File: config.mk
export PLATFORM = sky130hd
export DESIGN_NAME = fdd_top
export DESIGN_NICKNAME = d
export VERILOG_FILES = /design/src/fdd_pkg.sv /design/src/fdd_addr_map.sv /design/src/fdd_top.sv
export VERILOG_INCLUDE_DIRS = /design/src
export SDC_FILE = /design/constraint.sdc
export NUM_CORES = 1
export LEC_CHECK = 0
export ABC_AREA = 1
export BUFFER_PORTS_ARGS = -buffer_cell sky130_fd_sc_hd__buf_2
export CAP_MARGIN = 10
export CELL_PAD_IN_SITES_DETAIL_PLACEMENT = 1
export CELL_PAD_IN_SITES_GLOBAL_PLACEMENT = 2
export CORE_ASPECT_RATIO = 0.6
export CORE_MARGIN = 5
export CORE_UTILIZATION = 28
export CTS_CLUSTER_SIZE = 25
export DETAILED_ROUTE_END_ITERATION = 7
export PLACE_DENSITY = 0.92
export SYNTH_ARGS = -nofsm -noshare
export SYNTH_HDL_FRONTEND = slang
export SYNTH_SLANG_ARGS = --single-unit
export TNS_END_PERCENT = 5
File: constraint.sdc
create_clock -name mclk -period 3.35 [get_ports mclk]
set_input_delay 0.335 -clock mclk [delete_from_list [all_inputs] [get_ports mclk]]
set_output_delay 0.335 -clock mclk [all_outputs]
set_load 0.03 [all_outputs]
File: src/fdd_regs.svh
// register offsets, field positions, reset values and destination constants
// of the download destination block; definitions only
`ifndef FDD_REGS_SVH
`define FDD_REGS_SVH

// register byte offsets on the apb bus
`define FDD_OFS_DEST     12'h000
`define FDD_OFS_KEY      12'h004
`define FDD_OFS_CTRL     12'h008
`define FDD_OFS_STATUS   12'h00C
`define FDD_OFS_CLEAR    12'h010
`define FDD_OFS_ENABLE   12'h014
`define FDD_OFS_ADDR     12'h018

// field positions
`define FDD_DEST_ERR_BIT 7
`define FDD_CTRL_START   0
`define FDD_EV_DONE      0
`define FDD_EV_ERR       1

// reset values
`define FDD_DEST_RESET   8'h00
`define FDD_KEY_RESET    8'h00
`define FDD_EV_RESET     2'h0

// key and destination code range
`define FDD_KEY_START    8'hA5
`define FDD_CODE_MAX     7'h07

// download start addresses per destination code
`define FDD_ADDR_C0      24'hFF9000
`define FDD_ADDR_C1      24'hFFA000
`define FDD_ADDR_C2      24'hFFB000
`define FDD_ADDR_C3      24'hFFC000
`define FDD_ADDR_C4      24'hFFD000
`define FDD_ADDR_C5      24'hFFE000
`define FDD_ADDR_C6      24'hFF8000
`define FDD_ADDR_C7      24'hFF7000

`endif

File: src/fdd_pkg.sv
// types shared by the download destination block
// sets the state encodings itself; other numeric constants are in fdd_regs.svh
package fdd_pkg;

    // sequencer states, one-hot
    typedef enum logic [2:0] {
        FDD_IDLE  = 3'b001,
        FDD_CHECK = 3'b010,
        FDD_RUN   = 3'b100
    } fdd_state_type;

    // request towards the copy engine
    typedef struct packed {
        logic        valid;
        logic [23:0] addr;
    } fdd_dl_req_type;

    // download destination register layout
    typedef struct packed {
        logic       err;
        logic [6:0] code;
    } fdd_dest_type;

endpackage

File: src/fdd_addr_map.sv
// destination code to on-chip ram start address decoder
// assumes a static code; purely combinational
`timescale 1ns/100ps
`include "fdd_regs.svh"

module fdd_addr_map (
    // destination code
    input wire logic [6:0] code,
    // decoded start address and range check
    output logic [23:0] addr,
    output logic valid
);

    assign valid = (code <= `FDD_CODE_MAX);

    always_comb begin
        case (code)
            7'h00: addr = `FDD_ADDR_C0;
            7'h01: addr = `FDD_ADDR_C1;
            7'h02: addr = `FDD_ADDR_C2;
            7'h03: addr = `FDD_ADDR_C3;
            7'h04: addr = `FDD_ADDR_C4;
            7'h05: addr = `FDD_ADDR_C5;
            7'h06: addr = `FDD_ADDR_C6;
            7'h07: addr = `FDD_ADDR_C7;
            default: addr = 24'h000000; // out of range, never used
        endcase
    end

endmodule

File: src/fdd_top.sv
// download destination select block with apb register slave
// assumes a copy engine on mclk that takes dl_req and answers dl_done
`timescale 1ns/100ps
`include "fdd_regs.svh"

module fdd_top
    import fdd_pkg::*;
(
    // clock and reset
    input wire logic mclk,
    input wire logic rst_n,
    // apb slave
    input wire logic psel,
    input wire logic penable,
    input wire logic pwrite,
    input wire logic [11:0] paddr,
    input wire logic [31:0] pwdata,
    output logic [31:0] prdata,
    output logic pready,
    output logic pslverr,
    // copy engine
    output fdd_dl_req_type dl_req,
    input wire logic dl_done,
    // interrupt
    output logic irq
);

    // register state
    fdd_dest_type dest, next_dest;
    logic [7:0] key, next_key;
    logic [1:0] ev_status, next_ev_status;
    logic [1:0] ev_enable, next_ev_enable;
    logic [31:0] next_prdata;
    logic next_pready, next_pslverr;

    // sequencer state
    fdd_state_type state, next_state;
    fdd_dl_req_type next_dl_req;
    logic [23:0] last_addr, next_last_addr;

    // decoded strobes
    logic access, wr_fire, rd_phase, start_req, start_ok;
    logic hw_set_err, ev_done, ev_err;
    logic [23:0] map_addr;
    logic map_valid;
    logic mapped;

    // code decoder
    fdd_addr_map u_map (
        .code  (dest.code),
        .addr  (map_addr),
        .valid (map_valid)
    );

    // one wait state: read data captured in first access cycle, answered next; writes land in the answered cycle
    assign access = psel & penable;
    assign rd_phase = access & ~pready;
    assign wr_fire = access & pready & pwrite & ~pslverr;

    // address decode
    always_comb begin
        case (paddr)
            `FDD_OFS_DEST, `FDD_OFS_KEY, `FDD_OFS_CTRL, `FDD_OFS_STATUS,
            `FDD_OFS_CLEAR, `FDD_OFS_ENABLE, `FDD_OFS_ADDR: mapped = 1'b1;
            default: mapped = 1'b0;
        endcase
    end

    assign start_req = wr_fire & (paddr == `FDD_OFS_CTRL)
                       & pwdata[`FDD_CTRL_START];
    assign start_ok = start_req & (key == `FDD_KEY_START)
                      & (state == FDD_IDLE);

    // sequencer next state
    always_comb begin
        next_state = state;
        next_dl_req = dl_req;
        next_last_addr = last_addr;
        hw_set_err = 1'b0;
        ev_done = 1'b0;
        ev_err = 1'b0;
        case (state)
            FDD_IDLE: begin
                if (start_ok) begin
                    next_state = FDD_CHECK;
                end
            end
            FDD_CHECK: begin
                if (map_valid) begin
                    next_state = FDD_RUN;
                    next_dl_req.valid = 1'b1;
                    next_dl_req.addr = map_addr;
                    next_last_addr = map_addr;
                end else begin
                    next_state = FDD_IDLE;
                    hw_set_err = 1'b1;
                    ev_err = 1'b1;
                end
            end
            FDD_RUN: begin
                if (dl_done) begin
                    next_state = FDD_IDLE;
                    next_dl_req.valid = 1'b0;
                    ev_done = 1'b1;
                end
            end
            default: begin
                next_state = FDD_IDLE;
                next_dl_req.valid = 1'b0;
            end
        endcase
    end

    // sequencer registers
    always_ff @(posedge mclk or negedge rst_n) begin
        if (!rst_n) begin
            state <= FDD_IDLE;
            dl_req <= '0;
            last_addr <= 24'h000000;
        end else begin
            state <= next_state;
            dl_req <= next_dl_req;
            last_addr <= next_last_addr;
        end
    end

    // register file next values
    always_comb begin
        next_dest = dest;
        next_key = key;
        next_ev_status = ev_status;
        next_ev_enable = ev_enable;
        next_prdata = prdata;
        next_pready = rd_phase;
        next_pslverr = rd_phase & ~mapped;
        // software writes; code stays locked while a download runs
        if (wr_fire) begin
            case (paddr)
                `FDD_OFS_DEST: begin
                    if (state == FDD_IDLE) begin
                        next_dest = pwdata[7:0];
                    end
                end
                `FDD_OFS_KEY: next_key = pwdata[7:0];
                `FDD_OFS_CLEAR: next_ev_status = ev_status & ~pwdata[1:0];
                `FDD_OFS_ENABLE: next_ev_enable = pwdata[1:0];
                default: begin
                end
            endcase
        end
        // hardware set wins over software write
        if (hw_set_err) begin
            next_dest.err = 1'b1;
        end
        // events are sticky; set wins over clear
        if (ev_done) begin
            next_ev_status[`FDD_EV_DONE] = 1'b1;
        end
        if (ev_err) begin
            next_ev_status[`FDD_EV_ERR] = 1'b1;
        end
        // read data captured in first access cycle
        if (rd_phase) begin
            case (paddr)
                `FDD_OFS_DEST: next_prdata = {24'h000000, dest};
                `FDD_OFS_KEY: next_prdata = {24'h000000, key};
                `FDD_OFS_CTRL:
                    next_prdata = {31'h00000000, (state != FDD_IDLE)};
                `FDD_OFS_STATUS: next_prdata = {30'h00000000, ev_status};
                `FDD_OFS_ENABLE: next_prdata = {30'h00000000, ev_enable};
                `FDD_OFS_ADDR: next_prdata = {8'h00, last_addr};
                default: next_prdata = 32'h00000000;
            endcase
        end
    end

    // register file flops
    // destination resets to zero
    always_ff @(posedge mclk or negedge rst_n) begin
        if (!rst_n) begin
            dest <= `FDD_DEST_RESET;
            key <= `FDD_KEY_RESET;
            ev_status <= `FDD_EV_RESET;
            ev_enable <= `FDD_EV_RESET;
            prdata <= 32'h00000000;
            pready <= 1'b0;
            pslverr <= 1'b0;
        end else begin
            dest <= next_dest;
            key <= next_key;
            ev_status <= next_ev_status;
            ev_enable <= next_ev_enable;
            prdata <= next_prdata;
            pready <= next_pready;
            pslverr <= next_pslverr;
        end
    end

    // level interrupt from enabled sticky events
    assign irq = |(ev_status & ev_enable);

endmodule

==> metrics.yaml <==
port_buffers: 61
via_per_inst: 4.39
min_path_type: "primary input to async pin"
use_met3_pct: 3.55
setup.worst_path.class: "flop to flop"
postCtsSetupRepairBufs: 0
track_usage_pct: 12.7
critPathMaxStageDelay_ns: 0.54
cts_made_buffers: 5
critPathLaunchType: "flop"
cp-end-kind: "flop"
core-area_um2: 9050
cap_violations: 0
crit_family: "simple AND/OR/NAND/NOR gates"
yosys_warnings: 0
cts_tree: "yes"
crit_chain: "nor4_2, nand3_1, nor2_1, a21oi_1"
avgSynthCellArea_um2: 7.91
setup_viol: 0
start_util_pct: 28.3
ys_seq_elements: 44
vias: 2146
crit_path_max_fanout: 11
fin_util_pct: 32.4
final-hold-violation-count: 0
drt_iter0_drc: 89
fin_tns_setup_ns: 0
p_per_area_nw_per_um2: 387
synth_edf_count: 0
ios: 110
numClockSinks: 44
grt_max_degree: 45
routedWlPerCell_um: 14.2
gp_congestion: 0.842
required_ns: 3.51
tightestPinTransition_ns: 1.04
post-route-period-util_pct: 56.5
met1_usage_pct: 18.2
clockBufferDepth: 2
area_growth_pct: 14.5
skew_ns: 0.00448
fmax_mhz: 529
drt_pre_antenna_iters: 4
n_fill_cell: 1116
synth_area_leaders: "dfrtp_1 (42%), nand2_1 (14%), buf_4 (12%), inv_1 (5.3%), nand3_1 (5.1%)"
gr-total-overflow: 0
cp.buffers_inverters: 0
die_h_um: 84.1
fp.dieW_um: 134
yosys_most_used_dff: "dfrtp_1"
global_route.usage.met2_pct: 18.3
synth_cell_type_count: 31
drc_errors: 0
vdd_drop_max_mv: 0.176
nets: 423
antenna_cells: 0
htreeDepth: 2
hpwl_um: 5380
die-area_um2: 11200
power_mw: 1.14
clk_pin_slew_ns: 0.06
routed_wirelength_um: 6940
grt_setup_unrepaired: "no"
cp.arrival_ns: 2.05
async_flop_share_pct: 100
slew_violations: 0
synth_area_um2: 2560
outcome: "completed"
ant_nets: 0
antenna_found_initial: 0
clock_latency_ns: 0.29
netlist.area_leader.share_pct: 42.0
drive_above_1_share_pct: 24.9
seq_area_frac_synth_pct: 43.0
cts_resized: 0
fin_crit_ns: 1.89
clock-root-buffer: "clkbuf_16"
synth_top_cell_by_area: "dfrtp_1"
synthesis.instances: 324
critPathSlowestCell: "nand3_1"
rows: 27
grt_pass1_vias: 2194
hold_buffers: 0
power.leakage_nw: 1.65
busiest_layer: "met2"
relSlewSlack_pct: 31.0
grt_pass1_wl_um: 11300
==> routing by layer <==
metal  part of all wire [%]  wire length, µm
met1                     50             3500
met2                     42             2910
met3                    6.2              432
met4                    1.3               92
met5                      0                0
==> cells by family after synthesis <==
family,count (synthesis),synth area share (%)
adders and majority gates,1,0.488
other,1,0.146
and+or+nand+nor,155,28.3
AOI/OAI and AO/OA,42,9.91
DFF,44,43.0
buffers and inverters,81,18.2
==> power by group <==
part           switching (mW)  total (mW)  internal (mW)
combinational          0.0798      0.0986         0.0187
clock                   0.208       0.502          0.294
sequential            0.00185       0.535          0.533
==> cell type report <==
cell class | instances | area (µm²) | area share, %
inverters | 36 | 135 | 4.61
flip-flops and latches | 44 | 1100 | 37.6
multi-input cells | 222 | 1080 | 36.9
well taps | 116 | 145 | 4.95
clock inverters | 2 | 10.0 | 0.341
repair buffers | 63 | 320 | 10.9
clock buffers | 6 | 139 | 4.74
==> worst reg2reg max path, delay by kind of cell, from the launching register on <==
kind	cells	cell delay (ns)
AO/OA/AOI/OAI	1	0.05
flip-flops	1	0.41
AND/OR/NAND/NOR	3	1.30
==> flip-flops by register name (all words and copies together) (netlist names) <==
| name | cells |
|---|---|
| pready | 1 |
| key | 8 |
| last_addr | 5 |
| state | 3 |
| dl_req | 1 |
| ev_enable | 2 |
| dest | 8 |
| prdata | 13 |
| ev_status | 2 |
| pslverr | 1 |
==> stage by stage <==
step           hold slack, ns  instance area (µm²)  instances  setup slack [ns]
2_1_floorplan          0.0394                 2650        347              1.86
3_3_place_gp            0.464                 2780        481              1.57
3_5_place_dp            0.465                 2780        481              1.54
4_1_cts                 0.269                 2930        489              1.53
5_1_grt                 0.308                 2930        489              1.42
6_report                0.216                 2930        489              1.46
==> cell usage in the layout (no fill, tap or decap) <==
cell type / instances
inv_1: 36
nor2_2: 4
clkinv_2: 2
o21ai_0: 17
nor3_2: 1
o22ai_1: 1
buf_4: 2
nor2_1: 13
clkbuf_16: 5
o21ai_1: 11
nor4_2: 1
nand2_2: 2
nor3_1: 6
nand4_1: 2
conb_1: 24
o211ai_2: 1
nand2_4: 1
o31ai_1: 2
buf_2: 61
dfrtp_1: 43
nand3_4: 1
o21ai_2: 7
nand4_4: 1
ha_1: 1
a22o_1: 1
nand2_1: 95
nand3_1: 26
nor3_4: 1
clkbuf_8: 1
nor2_8: 1
dfstp_2: 1
a21oi_1: 2
==> synth_stat cells, types with 2 or more instances <==
| cell | instances |
|---|---|
| nand2_1 | 95 |
| dfrtp_1 | 43 |
| buf_4 | 40 |
| inv_1 | 36 |
| nand3_1 | 26 |
| o21ai_0 | 17 |
| nor2_1 | 13 |
| o21ai_1 | 11 |
| o21ai_2 | 7 |
| nor3_1 | 6 |
| nor2_2 | 4 |
| buf_2 | 3 |
| a21oi_1 | 2 |
| nand2_2 | 2 |
| nand4_1 | 2 |
| o31ai_1 | 2 |
==> worst paths after layout <==
path	start	endpoint	slack [ns]	cells past startpoint
hold reg to reg	prdata[3]$_DFFE_PN0P_	prdata[3]$_DFFE_PN0P_	0.49	2
min in group mclk	pwdata[5]	dest[5]$_DFFE_PN0P_	0.31	3
max in group asynchronous	rst_n	prdata[4]$_DFFE_PN0P_	2.49	1
setup / recovery	dest[6]$_DFFE_PN0P_	last_addr[13]$_DFFE_PN0P_	1.46	4
hold / removal	rst_n	dl_req[24]$_DFFE_PN0P_	0.22	1
setup reg to reg	dest[6]$_DFFE_PN0P_	last_addr[13]$_DFFE_PN0P_	1.46	4
No activity file was read; power rests on OpenSTA's default activity.
